## config.mk

```make
export PLATFORM = sky130hd
export DESIGN_NAME = sbcff_core
export DESIGN_NICKNAME = d
export VERILOG_FILES = /design/src/shared/sbcff_pkg.sv /design/src/sbcff_filter.sv /design/src/sbcff_core.sv
export SDC_FILE = /design/constraint.sdc
export NUM_CORES = 1
export LEC_CHECK = 0
export BUFFER_PORTS_ARGS = -buffer_cell sky130_fd_sc_hd__clkbuf_2
export CAP_MARGIN = 15
export CORE_ASPECT_RATIO = 0.75
export CORE_MARGIN = 2
export CORE_UTILIZATION = 60
export CTS_CLUSTER_SIZE = 20
export DETAILED_ROUTE_END_ITERATION = 10
export PLACE_DENSITY = 0.85
export SETUP_SLACK_MARGIN = 0.02
export SLEW_MARGIN = 20
export SYNTH_ARGS = -nofsm -noshare
export SYNTH_HDL_FRONTEND = slang
export SYNTH_SLANG_ARGS = --single-unit
```

## constraint.sdc

```tcl
create_clock -name core_clk_i -period 6 [get_ports core_clk_i]
set_input_delay 0.3 -clock core_clk_i [delete_from_list [all_inputs] [get_ports core_clk_i]]
set_output_delay 0.3 -clock core_clk_i [all_outputs]
set_load 0.05 [all_outputs]
```

## src/shared/sbcff_pkg.sv

```systemverilog
// Constants and carrier types of the fault flag and status reporter
package sbcff_pkg;

  // ****************************************
  // Timing
  // ****************************************
  localparam int CLK_MHZ = 200; // Core clock, MHz
  localparam int FILT_US = 100; // Fault filter time, us
  localparam int FILT_W = 15; // Filter counter width
  // Filter time in core cycles
  localparam logic [FILT_W-1:0] FILT_CYC_D = FILT_W'(FILT_US * CLK_MHZ);
  localparam int RSTP_MS = 100; // Short reset pulse limit, ms
  localparam int RSTP_W = 25; // Reset low timer width
  // Short reset pulse limit in core cycles
  localparam logic [RSTP_W-1:0] RSTP_CYC_D = RSTP_W'(RSTP_MS * 1000 * CLK_MHZ);

  // ****************************************
  // Frame and command fields
  // ****************************************
  localparam logic [4:0] CNT_HDR = 5'h08; // Command byte complete
  localparam logic [4:0] CNT_PAGE = 5'h09; // Page bit complete
  localparam logic [4:0] CNT_FRAME = 5'h10; // Whole frame
  localparam logic [1:0] KIND_FLAG = 2'h3; // Flag read kind
  localparam logic [1:0] KIND_STAT = 2'h0; // Status read kind
  localparam logic [4:0] ADDR_REG = 5'h0f; // Regulator flags
  localparam logic [4:0] ADDR_ID = 5'h12; // Int, reset flags and identification
  localparam logic [4:0] ADDR_LIN1 = 5'h13; // LIN channel one
  localparam logic [4:0] ADDR_LIN2 = 5'h14; // LIN channel two
  localparam logic [15:0] CMD_LIN2_FLAGS = 16'he900; // LIN two flag read
  localparam logic [15:0] CMD_LIN1_STAT = 16'h2780; // LIN one status read
  localparam logic [15:0] CMD_LIN2_STAT = 16'h2980; // LIN two status read
  localparam logic [4:0] ID_CODE = 5'h0a; // Identification code, arbitrary value
  localparam logic [15:0] SY_IDLE = 16'h5000; // Pin sync stages at idle: chip select and reset pin high

  // ****************************************
  // Flag vector layout
  // ****************************************
  localparam int FL_W = 30; // Flag vector width; bits 11 and 13 to 15 are never set
  localparam int LIN_FW = 7; // Flags per LIN channel
  localparam int FB_OC_NORM = 0; // Core overcurrent, normal mode
  localparam int FB_MAIN_UV = 1; // Main supply undervoltage
  localparam int FB_SENSE = 2; // Sense input low
  localparam int FB_CAN_OC = 3; // CAN supply overcurrent
  localparam int FB_CAN_UV = 4; // CAN supply undervoltage
  localparam int FB_CAN_OT = 5; // CAN supply thermal
  localparam int FB_AUX_OC = 6; // Aux regulator overcurrent
  localparam int FB_AUX_LOW = 7; // Aux regulator low
  localparam int FB_OC_LP = 8; // Core overcurrent, low power
  localparam int FB_BATFAIL = 9; // Battery fail
  localparam int FB_SHORT_RST = 10; // Short reset pulse
  localparam int FB_CORE_OT = 12; // Core regulator thermal
  localparam int FB_LIN1 = 16; // LIN one flags base
  localparam int FB_LIN2 = 23; // LIN two flags base

  // ****************************************
  // Types
  // ****************************************
  // Decoded command, one-hot
  typedef enum logic [7:0] {
    CMD_NONE = 8'h01,
    CMD_REG0 = 8'h02,
    CMD_REG1 = 8'h04,
    CMD_LIN1F = 8'h08,
    CMD_LIN2F = 8'h10,
    CMD_LIN1S = 8'h20,
    CMD_LIN2S = 8'h40,
    CMD_ID = 8'h80
  } sbcff_cmd_t;

  // Detector levels, asynchronous to the core clock
  typedef struct packed {
    logic aux_uv; // Aux output under threshold
    logic aux_oc; // Aux current over limit
    logic can_ot; // CAN supply sensor hot
    logic can_uv; // CAN supply under threshold
    logic can_oc; // CAN supply current over limit
    logic sense_low; // Sense input under threshold
    logic main_uv; // Primary supply under threshold
    logic core_oc; // Core regulator current over limit
    logic core_ot_off; // Core regulator off for heat
    logic batfail; // Primary supply under battery-fail level
    logic normal_mode; // Device in normal mode
    logic lp_vdd_on; // Device in low power, core on
  } sbcff_det_t;

  // LIN fault levels and states, core clock domain
  typedef struct packed {
    logic [LIN_FW-1:0] l1_flt; // Channel one fault levels
    logic [LIN_FW-1:0] l2_flt; // Channel two fault levels
    logic l1_state; // Channel one state
    logic l1_wu_en; // Channel one wake-up enable
    logic l2_state; // Channel two state
    logic l2_wu_en; // Channel two wake-up enable
  } sbcff_lin_t;

endpackage : sbcff_pkg

```

## src/sbcff_filter.sv

```systemverilog
// Fault condition filter: a level counts only after standing a set time
`timescale 1ns/1ps
module sbcff_filter #(
  parameter logic [sbcff_pkg::FILT_W-1:0] LIMIT = sbcff_pkg::FILT_CYC_D // Cycles to stand
) (
  input wire logic core_clk_i, // Core clock
  input wire logic arst_n_i, // Async reset, active low
  input wire logic raw_i, // Condition, core domain
  output logic filt_o // Filtered condition
);
  import sbcff_pkg::*;

  // ****************************************
  // State
  // ****************************************
  typedef struct packed {
    logic [FILT_W-1:0] cnt; // Time the level has stood
    logic filt; // Filtered level
  } sbcff_filt_st_t;

  sbcff_filt_st_t q; // Registered state
  sbcff_filt_st_t d; // Next state

  // Count while the condition stands, drop at once when it goes
  always_comb begin
    d = q;
    if (!raw_i) begin
      d.cnt = '0;
      d.filt = 1'b0;
    end else if (q.cnt == LIMIT) begin
      d.filt = 1'b1;
    end else begin
      d.cnt = q.cnt + 1'b1;
    end
  end

  // State register
  always_ff @(posedge core_clk_i or negedge arst_n_i) begin
    if (!arst_n_i) begin
      q <= '0;
    end else begin
      q <= d;
    end
  end

  assign filt_o = q.filt;
endmodule : sbcff_filter

```

## src/sbcff_core.sv

```systemverilog
// Fault flag and LIN status reporter behind a 16-bit SPI command slave
`timescale 1ns/1ps
//
// Summary of operation
// - Aux low flag after 100 us filter
// - Aux overcurrent: filtered set, clear on read
// - CAN supply thermal flag, clear on read
// - CAN supply undervoltage: filtered, clear on read
// - CAN supply overcurrent: filtered, clear on read
// - Sense input low: filtered, clear on read
// - Main supply undervoltage: filtered, clear on read
// - Core overcurrent in normal mode, filtered
// - Core regulator thermal off flag, clear on read
// - Reset pin pulse under 100 ms flagged
// - Battery fail flag, clear on read
// - Core overcurrent in low power, filtered
// - Command 0xe900 returns LIN two flags
// - Command 0x2780 returns LIN one status
// - Command 0x2980 returns LIN two status
//
module sbcff_core #(
  parameter logic [sbcff_pkg::FILT_W-1:0] FILT_CYC = sbcff_pkg::FILT_CYC_D, // Filter time
  parameter logic [sbcff_pkg::RSTP_W-1:0] RSTP_CYC = sbcff_pkg::RSTP_CYC_D // Short pulse limit
) (
  input wire logic core_clk_i, // Core clock
  input wire logic arst_n_i, // Async reset, active low
  input wire logic spi_sclk_i, // Serial clock pin
  input wire logic spi_cs_n_i, // Chip select pin, active low
  input wire logic spi_mosi_i, // Serial data in pin
  output logic spi_miso_o, // Serial data out pin
  input wire logic rst_pin_i, // Reset pin level
  input wire sbcff_pkg::sbcff_det_t det_i, // Detector levels
  input wire sbcff_pkg::sbcff_lin_t lin_i, // LIN levels and states
  input wire logic [7:0] fixed_status_i, // Answer high byte
  input wire logic vdd_sel_i, // Core regulator voltage option
  input wire logic [1:0] part_num_i, // Part number bits
  output logic [sbcff_pkg::FL_W-1:0] flags_o // Latched flags
);
  import sbcff_pkg::*;

  // ****************************************
  // State
  // ****************************************
  localparam int PIN_W = 4 + $bits(sbcff_det_t); // Pins passing the synchroniser

  typedef struct packed {
    logic [PIN_W-1:0] sy1; // First sync stage
    logic [PIN_W-1:0] sy2; // Second sync stage
    logic sck_p; // Serial clock, last cycle
    logic cs_p; // Chip select, last cycle
    logic rst_p; // Reset pin, last cycle
    logic [4:0] rx_cnt; // Bits received
    logic [4:0] tx_cnt; // Bits shifted out
    logic [15:0] rx; // Received command
    logic [7:0] hi; // Answer high byte
    logic [7:0] lo; // Answer low byte as shown
    logic [7:0] rep; // Byte taken as read
    sbcff_cmd_t cmd; // Decoded command
    logic miso; // Serial out
    logic [FL_W-1:0] flag; // Latched flags
    logic [FL_W-1:0] seen; // Read while condition held
    logic [RSTP_W-1:0] rcnt; // Reset pin low time
  } sbcff_core_st_t;

  sbcff_core_st_t q; // Registered state
  sbcff_core_st_t d; // Next state

  // Reset value: pins seen as idle, so no false edge follows reset
  localparam sbcff_core_st_t ST_RST = '{sy1: SY_IDLE, sy2: SY_IDLE, cs_p: 1'b1, rst_p: 1'b1,
    cmd: CMD_NONE, default: '0};

  // ****************************************
  // Synchronised pins
  // ****************************************
  logic s_sck; // Serial clock
  logic s_cs_n; // Chip select, active low
  logic s_mosi; // Serial data in
  logic s_rst; // Reset pin
  sbcff_det_t s_det; // Detector levels

  assign {s_sck, s_cs_n, s_mosi, s_rst, s_det} = q.sy2;

  // ****************************************
  // Decoding
  // ****************************************
  // Command byte plus page bit to command
  function automatic sbcff_cmd_t cmd_dec(input logic [7:0] b, input logic pg);
    sbcff_cmd_t c;
    c = CMD_NONE;
    if (b[0] && b[7:6] == KIND_FLAG) begin
      // Latched flag reads
      case (b[5:1])
        ADDR_REG: c = pg ? CMD_REG1 : CMD_REG0;
        ADDR_LIN1: c = pg ? CMD_NONE : CMD_LIN1F;
        ADDR_LIN2: c = pg ? CMD_NONE : CMD_LIN2F;
        default: c = CMD_NONE;
      endcase
    end else if (b[0] && pg && b[7:6] == KIND_STAT) begin
      // Real time status reads
      case (b[5:1])
        ADDR_ID: c = CMD_ID;
        ADDR_LIN1: c = CMD_LIN1S;
        ADDR_LIN2: c = CMD_LIN2S;
        default: c = CMD_NONE;
      endcase
    end
    return c;
  endfunction : cmd_dec

  // Command to answer byte
  function automatic logic [7:0] ans_sel(input sbcff_cmd_t c, input logic [FL_W-1:0] f,
      input sbcff_lin_t l, input logic [7:0] idb);
    logic [7:0] a;
    a = 8'h00;
    case (c)
      CMD_REG0: a = f[7:0];
      CMD_REG1: a = f[15:8];
      CMD_LIN1F: a = {1'b0, f[FB_LIN1 +: LIN_FW]};
      CMD_LIN2F: a = {1'b0, f[FB_LIN2 +: LIN_FW]};
      CMD_LIN1S: a = {l.l1_state, l.l1_wu_en, 6'h00};
      CMD_LIN2S: a = {l.l2_state, l.l2_wu_en, 6'h00};
      CMD_ID: a = idb;
      default: a = 8'h00;
    endcase
    return a;
  endfunction : ans_sel

  // ****************************************
  // Fault filters
  // ****************************************
  logic [7:0] f_raw; // Conditions before filtering
  logic [7:0] f_out; // Filtered conditions

  // Overcurrent of the core regulator is split by mode
  assign f_raw = {s_det.aux_uv, s_det.aux_oc, s_det.core_oc & s_det.lp_vdd_on, s_det.can_uv,
    s_det.can_oc, s_det.sense_low, s_det.main_uv, s_det.core_oc & s_det.normal_mode};

  for (genvar g = 0; g < 8; g++) begin : g_filt
    sbcff_filter #(
      .LIMIT(FILT_CYC)
    ) u_filt (
      .core_clk_i(core_clk_i),
      .arst_n_i(arst_n_i),
      .raw_i(f_raw[g]),
      .filt_o(f_out[g])
    );
  end

  // ****************************************
  // Flag causes
  // ****************************************
  logic rst_short; // Reset pin pulse just ended short
  logic [FL_W-1:0] set_v; // Set causes
  logic [FL_W-1:0] hold_v; // Conditions still present
  logic [15:0] rx_new; // Command with the new bit
  logic sck_rise; // Serial clock rising
  logic sck_fall; // Serial clock falling
  logic [7:0] id_byte; // Identification answer
  logic [7:0] sel; // Answer byte being chosen
  logic [4:0] tx_new; // Next out bit count
  logic [FL_W-1:0] rd_now; // Flags read in ending frame
  logic [FL_W-1:0] clr_v; // Flags allowed to clear
  logic [15:0] ans_w; // Whole answer word, high byte first

  // Release of the reset pin before the limit
  assign rst_short = s_rst && !q.rst_p && (q.rcnt != RSTP_CYC);
  assign rx_new = {q.rx[14:0], s_mosi};
  assign sck_rise = s_sck && !q.sck_p;
  assign sck_fall = !s_sck && q.sck_p;
  assign id_byte = {vdd_sel_i, part_num_i, ID_CODE};
  assign tx_new = q.tx_cnt + 5'h01;
  assign ans_w = {q.hi, q.lo};

  // What sets each flag and what keeps it from clearing
  always_comb begin
    set_v = '0;
    set_v[FB_AUX_LOW] = f_out[7];
    set_v[FB_AUX_OC] = f_out[6];
    set_v[FB_CAN_OT] = s_det.can_ot;
    set_v[FB_CAN_UV] = f_out[4];
    set_v[FB_CAN_OC] = f_out[3];
    set_v[FB_SENSE] = f_out[2];
    set_v[FB_MAIN_UV] = f_out[1];
    set_v[FB_OC_NORM] = f_out[0];
    set_v[FB_CORE_OT] = s_det.core_ot_off;
    set_v[FB_SHORT_RST] = rst_short;
    set_v[FB_BATFAIL] = s_det.batfail;
    set_v[FB_OC_LP] = f_out[5];
    set_v[FB_LIN1 +: LIN_FW] = lin_i.l1_flt;
    set_v[FB_LIN2 +: LIN_FW] = lin_i.l2_flt;
    hold_v = set_v;
    // Pulse flag holds while the pin is still low
    hold_v[FB_SHORT_RST] = !s_rst;
  end

  // ****************************************
  // Next state
  // ****************************************
  always_comb begin
    d = q;
    sel = 8'h00;
    rd_now = '0;
    // Two flip-flop synchroniser
    d.sy1 = {spi_sclk_i, spi_cs_n_i, spi_mosi_i, rst_pin_i, det_i};
    d.sy2 = q.sy1;
    d.sck_p = s_sck;
    d.cs_p = s_cs_n;
    d.rst_p = s_rst;

    // Reset pin low timer, saturating at the limit
    if (!s_rst) begin
      if (q.rcnt != RSTP_CYC) begin
        d.rcnt = q.rcnt + 1'b1;
      end
    end else begin
      d.rcnt = '0;
    end

    // Frame end: bits set in the byte taken as read in a clean full flag read count as read
    if (s_cs_n && !q.cs_p) begin
      if (q.rx_cnt == CNT_FRAME && q.rx[6:0] == 7'h00) begin
        case (q.cmd)
          CMD_REG0: rd_now[7:0] = q.rep;
          CMD_REG1: rd_now[15:8] = q.rep;
          CMD_LIN1F: rd_now[FB_LIN1 +: LIN_FW] = q.rep[6:0];
          CMD_LIN2F: rd_now[FB_LIN2 +: LIN_FW] = q.rep[6:0];
          default: rd_now = '0;
        endcase
      end
    end

    if (s_cs_n) begin
      // Idle between frames
      d.miso = 1'b0;
    end else if (q.cs_p) begin
      // Frame start: high byte goes out first
      d.rx_cnt = '0;
      d.tx_cnt = '0;
      d.hi = fixed_status_i;
      d.lo = 8'h00;
      d.rep = 8'h00;
      d.cmd = CMD_NONE;
      d.miso = fixed_status_i[7];
    end else if (sck_rise) begin
      // Shift a command bit in
      d.rx = rx_new;
      if (q.rx_cnt != 5'h1f) begin
        d.rx_cnt = q.rx_cnt + 5'h01;
      end
      if (d.rx_cnt == CNT_HDR) begin
        // Page not known yet: status kinds assume the status page
        d.cmd = cmd_dec(rx_new[7:0], rx_new[7:6] == KIND_STAT);
        sel = ans_sel(d.cmd, q.flag, lin_i, id_byte);
        d.lo = sel;
      end else if (d.rx_cnt == CNT_PAGE) begin
        // Page known: settle the remaining seven bits
        d.cmd = cmd_dec(rx_new[8:1], rx_new[0]);
        sel = ans_sel(d.cmd, q.flag, lin_i, id_byte);
        d.lo = {q.lo[7], sel[6:0]};
        d.rep = sel;
      end
    end else if (sck_fall && q.tx_cnt < 5'h0f) begin
      // Shift the answer out, high byte then low byte
      d.tx_cnt = tx_new;
      d.miso = ans_w[4'hf - tx_new[3:0]];
    end

    // Flags: set wins, clear needs a read and the condition gone
    clr_v = (q.seen | rd_now) & ~hold_v;
    d.flag = set_v | (q.flag & ~clr_v);
    d.seen = d.flag & (q.seen | rd_now) & ~(set_v & ~hold_v);
  end

  // ****************************************
  // State register
  // ****************************************
  always_ff @(posedge core_clk_i or negedge arst_n_i) begin
    if (!arst_n_i) begin
      q <= ST_RST;
    end else begin
      q <= d;
    end
  end

  // ****************************************
  // Outputs
  // ****************************************
  assign spi_miso_o = q.miso;
  assign flags_o = q.flag;
endmodule : sbcff_core

```

# After elaboration in Yosys (flattened, before gate mapping)
# Index checks and enable logic that the tools add are counted.
[word_totals]
regBits = 299
input_bits = 47
output_inout_bits = 31
elab_cells = 233
[classes]
add_sub_neg = 12
magnitude_cmp = 2
eq_ne = 60
mux = 76
bitwise_logic = 14
n_reduce_logical = 36
[op_table]
columns = ["cell", "count"]
rows = [
  ["$and 30x30->30", 5],
  ["$mux 8", 18],
  ["$mux 16", 8],
  ["$add 15x1->15 const B", 8],
  ["$eq 15x15->1 const B", 8],
  ["$mux 15", 8],
  ["$pmux 8 s7", 2],
  ["$not 30->30", 3],
  ["$mux 25", 3],
  ["$mux 30", 2],
  ["$or 30x30->30", 2],
  ["$pmux 8 s3", 2],
  ["$mux 5", 9],
  ["$eq 5x5->1 const B", 7],
  ["$pmux 5 s3", 2],
  ["$add 25x1->25 const B", 1],
  ["$ne 25x25->1 const B", 1],
  ["$eq 8x2->1 const B", 3],
  ["$eq 8x3->1 const B", 3],
  ["$eq 8x4->1 const B", 3],
  ["$eq 8x5->1 const B", 3],
  ["$mux 24", 1],
  ["$ne 2x2->1 const B", 12],
  ["$mux 23", 1],
  ["29 further kinds", 85],
]

# Depth between registers and ports, before layout
# Gate-level depths: netlist of the first run.
[depth]
depth_word = 18
ltp_mapped = 10
depth_no_buf = 7

# Modules after synthesis
# Synthesis of the first run repeated with hierarchy kept, for this count alone.
[hier_totals]
cells_unflattened = 1401
hier_area_um2 = 15000.6
[modules_own_cells]
columns = ["module", "instances", "cells_each", "area_per_inst_um2", "seq_area_each_um2"]
rows = [
  ["sbcff_core", 1, 745, 8164.1, 4287.9],
  ["sbcff_filter", 8, 82, 854.6, 400.4],
]

# Worst setup path before layout of the first run
# No wires, ideal clock.
[synth_path]
path_kind = "reg2reg"
from = "register q[139] in the netlist's numbering"
to = "register q[101] in the netlist's numbering"
setup_time_ns = 0.121
arrival_time_ns = 2.032
t_required_ns = 5.879
setup_slack_ns = 3.847
path_stages_with_launch = 9
path_buffers = 2
synth_period_minus_slack_ns = 2.153
path_cell_list = "dfrtp_1 buf_2 inv_1 ha_1 o41ai_1 o21a_1 buf_2 nand2_1 a22o_1"
[synth_between]
elab_chain_cells = 8
elab_cells_between_ends = 11
classes_between = "add/sub (1); eq/ne (4); mux (4); reduce/logical (2)"
[synth_rtl]
columns = ["element", "line_no", "rtl"]
rows = [
  ["start, declared", "sbcff_core.sv:65", "sbcff_core_st_t q;"],
  ["start signal, assigned", "sbcff_core.sv:279", "q <= ST_RST;"],
  ["start signal, assigned", "sbcff_core.sv:281", "q <= d;"],
  ["$add 5x1->5 or $ne 5x5->1 (tied branches)", "sbcff_core.sv:248, sbcff_core.sv:247", ""],
  ["$mux 5 *", "sbcff_core.sv:247", "if (q.rx_cnt != 5'h1f) begin"],
  ["$mux 5 *", "sbcff_core.sv:244", "end else if (sck_rise) begin"],
  ["$mux 5 *", "sbcff_core.sv:235", "end else if (q.cs_p) begin"],
  ["$mux 5 *", "sbcff_core.sv:232", "if (s_cs_n) begin"],
  ["$eq 5x4->1, on equally long branches", "sbcff_core.sv:250, sbcff_core.sv:255", ""],
  ["$ne 2x2->1 (no line) or $reduce_bool 2->1 (tied branches)", "-", ""],
  ["$reduce_and 4->1 (no line) *", "-", ""],
]
# Every way passes the cells marked *; elsewhere a longest branch is shown, timed or not. The select of a mux whose other input is x is not followed.
# A chain may end at the register's enable or synchronous reset.

# Worst setup path in the final report of the first run
# Ends and elaborated chain as after synthesis.

==> metrics.txt, run 1 <==
Critical Path Source Type=flop; Final nets=between 1500 and 2000; WL/cell=around 19 µm; Worst-Skew Late Latency=0.57 ns; CTS tree=built; Max-Cap Viols=0; Fmax=335 MHz; Final Hold Fails=0; Period Utilization, post-route=49.8%; layout cell share with drive strength beyond 1=11.1%; io pins=slightly below 80; htree depth=1; Std-Cell Rows=49; die area=25300 µm²; Max Clock Skew=around 0.025 ns; status=finished, final reports clean; VDD IR-drop max=0.284 mV; Worst EP arrival=between 3 and 4 ns; Vias/cell=between 6 and 7; 1st-iter DRT viols=between 1000 and 1500; Die Ht=138 µm; Reg clk slew, reported paths=roughly 0.070 ns; critical path peak fanout=19; Filler Cell Count=1734; global route overflow=0; initial antenna violation count=2; Antenna Nets Post-Route=0; CTS Buf Count=29; area of the core=23800 µm²; Worst Setup Path Type=flop to flop; first-pass GRT wire length=56500 µm; design area=roughly 16000 µm²; largest net degree at the start of global routing=138; Post-synth ARST share=100%; Worst Path Required=roughly 6.4 ns; register bit total from synthesis=299; post-layout min period=2.99 ns; Synth area leaders=dfrtp_1 (51%), xnor2_1 (4.3%), and2_1 (3.4%); gp weighted congestion=0.948; setup TNS=0 ns; Die W=183 µm; vias in the first global route=10932; worst min path class=primary input to flop; Final setup viols=0; drc violations=0; final wirelength=about 34000 µm; post-route insts no fill=between 1500 and 2000; Mapped Area=14400 µm²; PortBufs=77; nature of the critical path endpoint=flop; Main synth FF type=dfrtp_1; dpl cells=1698; Slew Viols, Final=0; Placement Cell Area=~15000 µm²; Post CTS Setup Buffer Count=0; count of cell types in the netlist=75; number of synthesized flops with an enable pin=0; R2R cell count=6; clock root buffer=clkbuf_16; Starting Density=60.7%; hold path depth=4; Post-Route Utilization=68.3%; Clock Sinks=~300; Design Power=about 0.0044 W; post-DP HPWL=~22000 µm; hold bufs inserted after CTS=39; Mean Syn Cell Area=10.4 µm²; cell taking the most area after synthesis=dfrtp_1; pwr dens=268 nW/µm²; Tot GR Track Use=approximately 28%; Syn Inst Count=approximately 1400; Clock Tree Buf Depth=3; Lkg Pwr=7.04 nW; Worst slew margin=24.6%; # resized after CTS=0; register area share after synthesis=between 50% and 60%; Synth Warn #=0; RSZ-0062 raised after global routing=no; count leader, synth=dfrtp_1; iteration count of the initial detailed-routing pass=7; share of the synthesized area in the top cell type=50.6%; Worst-Margin Slew=about 1.1 ns; Synth top cells by count=dfrtp_1 (292), nand2_1 (101), nor2_1 (94); via count of the routed design=11042; P&R area growth vs syn=12.6%
## placed cells by master, fill, tap and decap left out, types with 12 or more instances in the layout
cell / n
o21ai_0: 43
nor2_1: 94
nand4_1: 44
nor4_1: 17
and2_1: 78
a21oi_1: 38
nand2b_1: 12
xor2_1: 42
nor2b_1: 40
clkbuf_16: 29
nor4b_1: 14
dlygate4sd3_1: 39
inv_1: 43
nand3_1: 48
and3_1: 32
nor3_1: 25
or3_1: 25
a31oi_1: 24
mux2_2: 12
dfrtp_1: 292
ha_1: 21
xnor2_1: 71
a21o_1: 25
nand2_1: 101
clkbuf_2: 76
a21boi_0: 19
## per-stage QoR
stage / hold WS (ns) / worst slack (ns)
2_1_floorplan: 0.00441 / 3.85
3_3_place_gp: 0.332 / 3.28
3_5_place_dp: 0.336 / 3.15
4_1_cts: 0.265 / 3.12
5_1_grt: 0.312 / 2.82
6_report: 0.279 / 3.01
## power breakdown
group | internal, W | switching (W) | leakage [nW]
registers | 0.00208 | 0.0000960 | 3.92
logic | 0.000131 | 0.000170 | 2.63
clock network | 0.00110 | 0.000782 | 0.489
## cell families (layout without fill, tap and decap cells)
logic type               count (synthesis)  count (layout)  share of synthesized area (%)
buffers and inverters                  119             216                           4.01
adder cells (fa/ha/maj)                 21              21                           1.82
XOR/XNOR                               113             113                           6.86
AO/OA/AOI/OAI                          220             220                           10.4
flip-flops                             299             299                           51.9
other                                    1               6                         0.0260
AND/OR/NAND/NOR                        586             586                           22.7
multiplexers                            25              25                           2.19
## layout make-up
type / instances / area [µm²] / area share (%)
antenna: 2 / 5.00 / 0.0308
sequential: 299 / 7490 / 46.1
clock inverter: 11 / 149 / 0.917
timing repair buffer: 120 / 828 / 5.10
inverter: 43 / 161 / 0.994
multi-input combinational: 969 / 6390 / 39.3
clock buffer: 42 / 835 / 5.14
tap: 306 / 383 / 2.36
## critical path, cell delays in order (launching register included)
cell and delay, ns:
dfrtp_1 0.51, inv_1 0.11, ha_1 0.37, o41ai_1 0.58, o21a_1 0.58, nand2_1 0.38
a22o_1 0.34
## worst paths after layout
path	end	slack [ns]	start
min reg2reg	d[146]	0.35	d[162]
min	ans_w[5]	0.28	part_num_i[0]
max in group asynchronous	flags_o[0]	4.26	arst_n_i
max reg2reg	q[101]	3.01	q[139]
min in group asynchronous	g_filt[7].u_filt.q[9]	0.35	arst_n_i
max	q[101]	3.01	q[139]
## sequential cells by signal, summed over array words and instances, names as in the netlist
name and count:
flags_o 30, f_raw 6, g_filt.u_filt.q 120, d 19, hold_v 3, spi_miso_o 1
ans_w 16, q 96, g_filt.u_filt.filt_o 8
## layer usage
layer | share of wire, % | vias to the layer above | global-route usage (%)
met3 | 8.4 | 104 | 5.98
li1 | - | 5013 | -
met2 | 46 | 480 | 42.9
met5 | 0 | - | 0
met1 | 42 | 5445 | 38.8
met4 | 3.4 | 0 | 9.56
Note: power is estimated with default switching activity, not from simulation.
==> inputs of run 2 (changes only) <==
--- a/config.mk
+++ b/config.mk
@@ -9,10 +9,10 @@
 export CAP_MARGIN = 15
 export CORE_ASPECT_RATIO = 0.75
 export CORE_MARGIN = 2
-export CORE_UTILIZATION = 60
+export CORE_UTILIZATION = 55
 export CTS_CLUSTER_SIZE = 20
 export DETAILED_ROUTE_END_ITERATION = 10
-export PLACE_DENSITY = 0.85
+export PLACE_DENSITY = 0.83
 export SETUP_SLACK_MARGIN = 0.02
 export SLEW_MARGIN = 20
 export SYNTH_ARGS = -nofsm -noshare
==> constraint.sdc (replaced) <==
create_clock -name core_clk_i -period 2.6 [get_ports core_clk_i]
set_input_delay 0.13 -clock core_clk_i [delete_from_list [all_inputs] [get_ports core_clk_i]]
set_output_delay 0.13 -clock core_clk_i [all_outputs]
set_load 0.05 [all_outputs]
==> run 2 against run 1 <==
Against the previous run:
- wire length is 2.9% lower
- largest power group unchanged
- global-route usage down 2.9 points
- hold slack lost 0.20 ns
- combinational power rose to 2.5 times the previous value
- largest cell class unchanged
- critical path type unchanged
==> metrics.txt, run 2 (synthesis results as in run 1) <==
status=finished, final reports clean; max reg flops=120; Final Hold Fails=0; Top reg by flops=g_filt.u_filt.q; Tot GR Track Use=24.7%; die area=27600 µm²; io pins=78; initial antenna violation count=3; Starting Density=roughly 56%; P&R area growth vs syn=15.7%; multi-input gate area in the final layout=6380 µm²; Filler Cell Count=1982; Slew Viols, Final=0; layout cell share with drive strength beyond 1=a little over an eighth; Fmax=410 MHz; vias in the first global route=10713; CTS tree=built; R2R Path Start=q[139]; Reg clk slew, reported paths=0.06 ns; nature of the critical path endpoint=flop; Clock Tree Buf Depth=3; post-layout min period=2.44 ns; most frequent cells in the layout=dfrtp_1 (292), nand2_1 (101), nor2_1 (94), and2_1 (78), clkbuf_2 (76); via count of the routed design=10885; Period Utilization, post-route=between 90% and 100%; global route overflow=0; critical path peak fanout=10; worst min path class=primary input to flop; crit path launch=q[139]; pwr dens=approximately 640 nW/µm²; area of the core=roughly 26000 µm²; RSZ-0062 raised after global routing=no; CTS Buf Count=29; Antenna Nets Post-Route=0; Critical Path Source Type=flop; Worst Path Required=3.05 ns; Lkg Pwr=7.27 nW; post-DP HPWL=between 20000 and 25000 µm; Die Ht=144 µm; Worst EP arrival=2.89 ns; iteration count of the initial detailed-routing pass=7; Post CTS Setup Buffer Count=0; drc violations=0; hold_sp=part_num_i[0]; Post-Route Utilization=64.6%; PortBufs=77; Design Power=0.0107 W; Die W=191 µm; Worst-Skew Late Latency=0.57 ns; largest net degree at the start of global routing=82; 1st-iter DRT viols=1070; final wirelength=33300 µm; Std-Cell Rows=51; setup TNS=0 ns; htree depth=1; Final setup viols=0; Final nets=1564; VDD IR-drop max=0.537 mV; Clock Sinks=299; Max Clock Skew=0.0139 ns; WL/cell=17.9 µm; Max-Cap Viols=0; commonest non-fill, non-tap cell in the layout=dfrtp_1; clock root buffer=clkbuf_16; Worst slew margin=57.9%; Vias/cell=5.84; Worst-Margin Slew=0.626 ns; gp weighted congestion=0.982; Worst Setup Path Type=flop to flop; register area=7490 µm²; first-pass GRT wire length=54300 µm
-- run 2: critical path, stage by stage (launching register included) --
cell and delay [ns]:
dfrtp_1 0.50, inv_1 0.12, ha_1 0.35, nor4_1 0.32
and2_1 0.26, o21a_1 0.18, nand2_1 0.26, a22o_1 0.32
-- run 2: what timing repair did --
action | CTS | global route
gates resized for setup | 0 | 1
hold buffers | 39 | 0
endpoints found under the setup margin | 0 | 1
endpoints found under the hold margin | 165 | 0
-- run 2: through the flow --
| stage | cells | instance area [µm²] | setup slack (ns) | hold slack [ns] |
|---|---|---|---|---|
| 3_5_place_dp | 1770 | 15200 | 0.241 | 0.140 |
| 5_1_grt | 1865 | 16700 | 0.0463 | 0.109 |
| 3_3_place_gp | 1770 | 15200 | 0.283 | 0.137 |
| 4_1_cts | 1862 | 16700 | 0.198 | 0.0645 |
| 6_report | 1865 | 16700 | 0.160 | 0.0784 |
| 2_1_floorplan | 1387 | 14400 | 0.447 | -0.166 |
-- run 2: worst paths after layout --
kind / endpoint / slack, ns / cells past startpoint
min reg2reg: q[148] / 0.35 / 0
max reg2reg: q[99] / 0.16 / 7
max in group asynchronous: q[98] / 1.63 / 3
min: q[99] / 0.08 / 4
max: q[99] / 0.16 / 7
min in group asynchronous: g_filt[7].u_filt.q[10] / 0.12 / 2
-- run 2: per-layer routing --
metal	up-vias	share of wire [%]	GRT usage, %
met5	-	0	0
met4	0	3.3	8.89
met3	88	7.1	4.93
met2	382	45	38.0
met1	5335	45	34.9
li1	5080	-	-
-- run 2: cell type report --
| cell class | instances | share of cell area [%] |
|---|---|---|
| Sequential cell | 299 | 44.9 |
| Timing Repair Buffer | 154 | 6.64 |
| Clock buffer | 35 | 4.72 |
| Inverter | 43 | 0.967 |
| Multi-Input combinational cell | 969 | 38.2 |
| Antenna cell | 3 | 0.0450 |
| Clock inverter | 18 | 1.98 |
| Tap cell | 344 | 2.58 |
-- run 2: power by group --
part | internal (W) | total, W | leakage (nW) | switching (W)
logic | 0.000344 | 0.000766 | 2.81 | 0.000421
registers | 0.00479 | 0.00499 | 3.92 | 0.000201
clock network | 0.00305 | 0.00490 | 0.540 | 0.00185
total | 0.00819 | 0.0107 | 7.27 | 0.00247
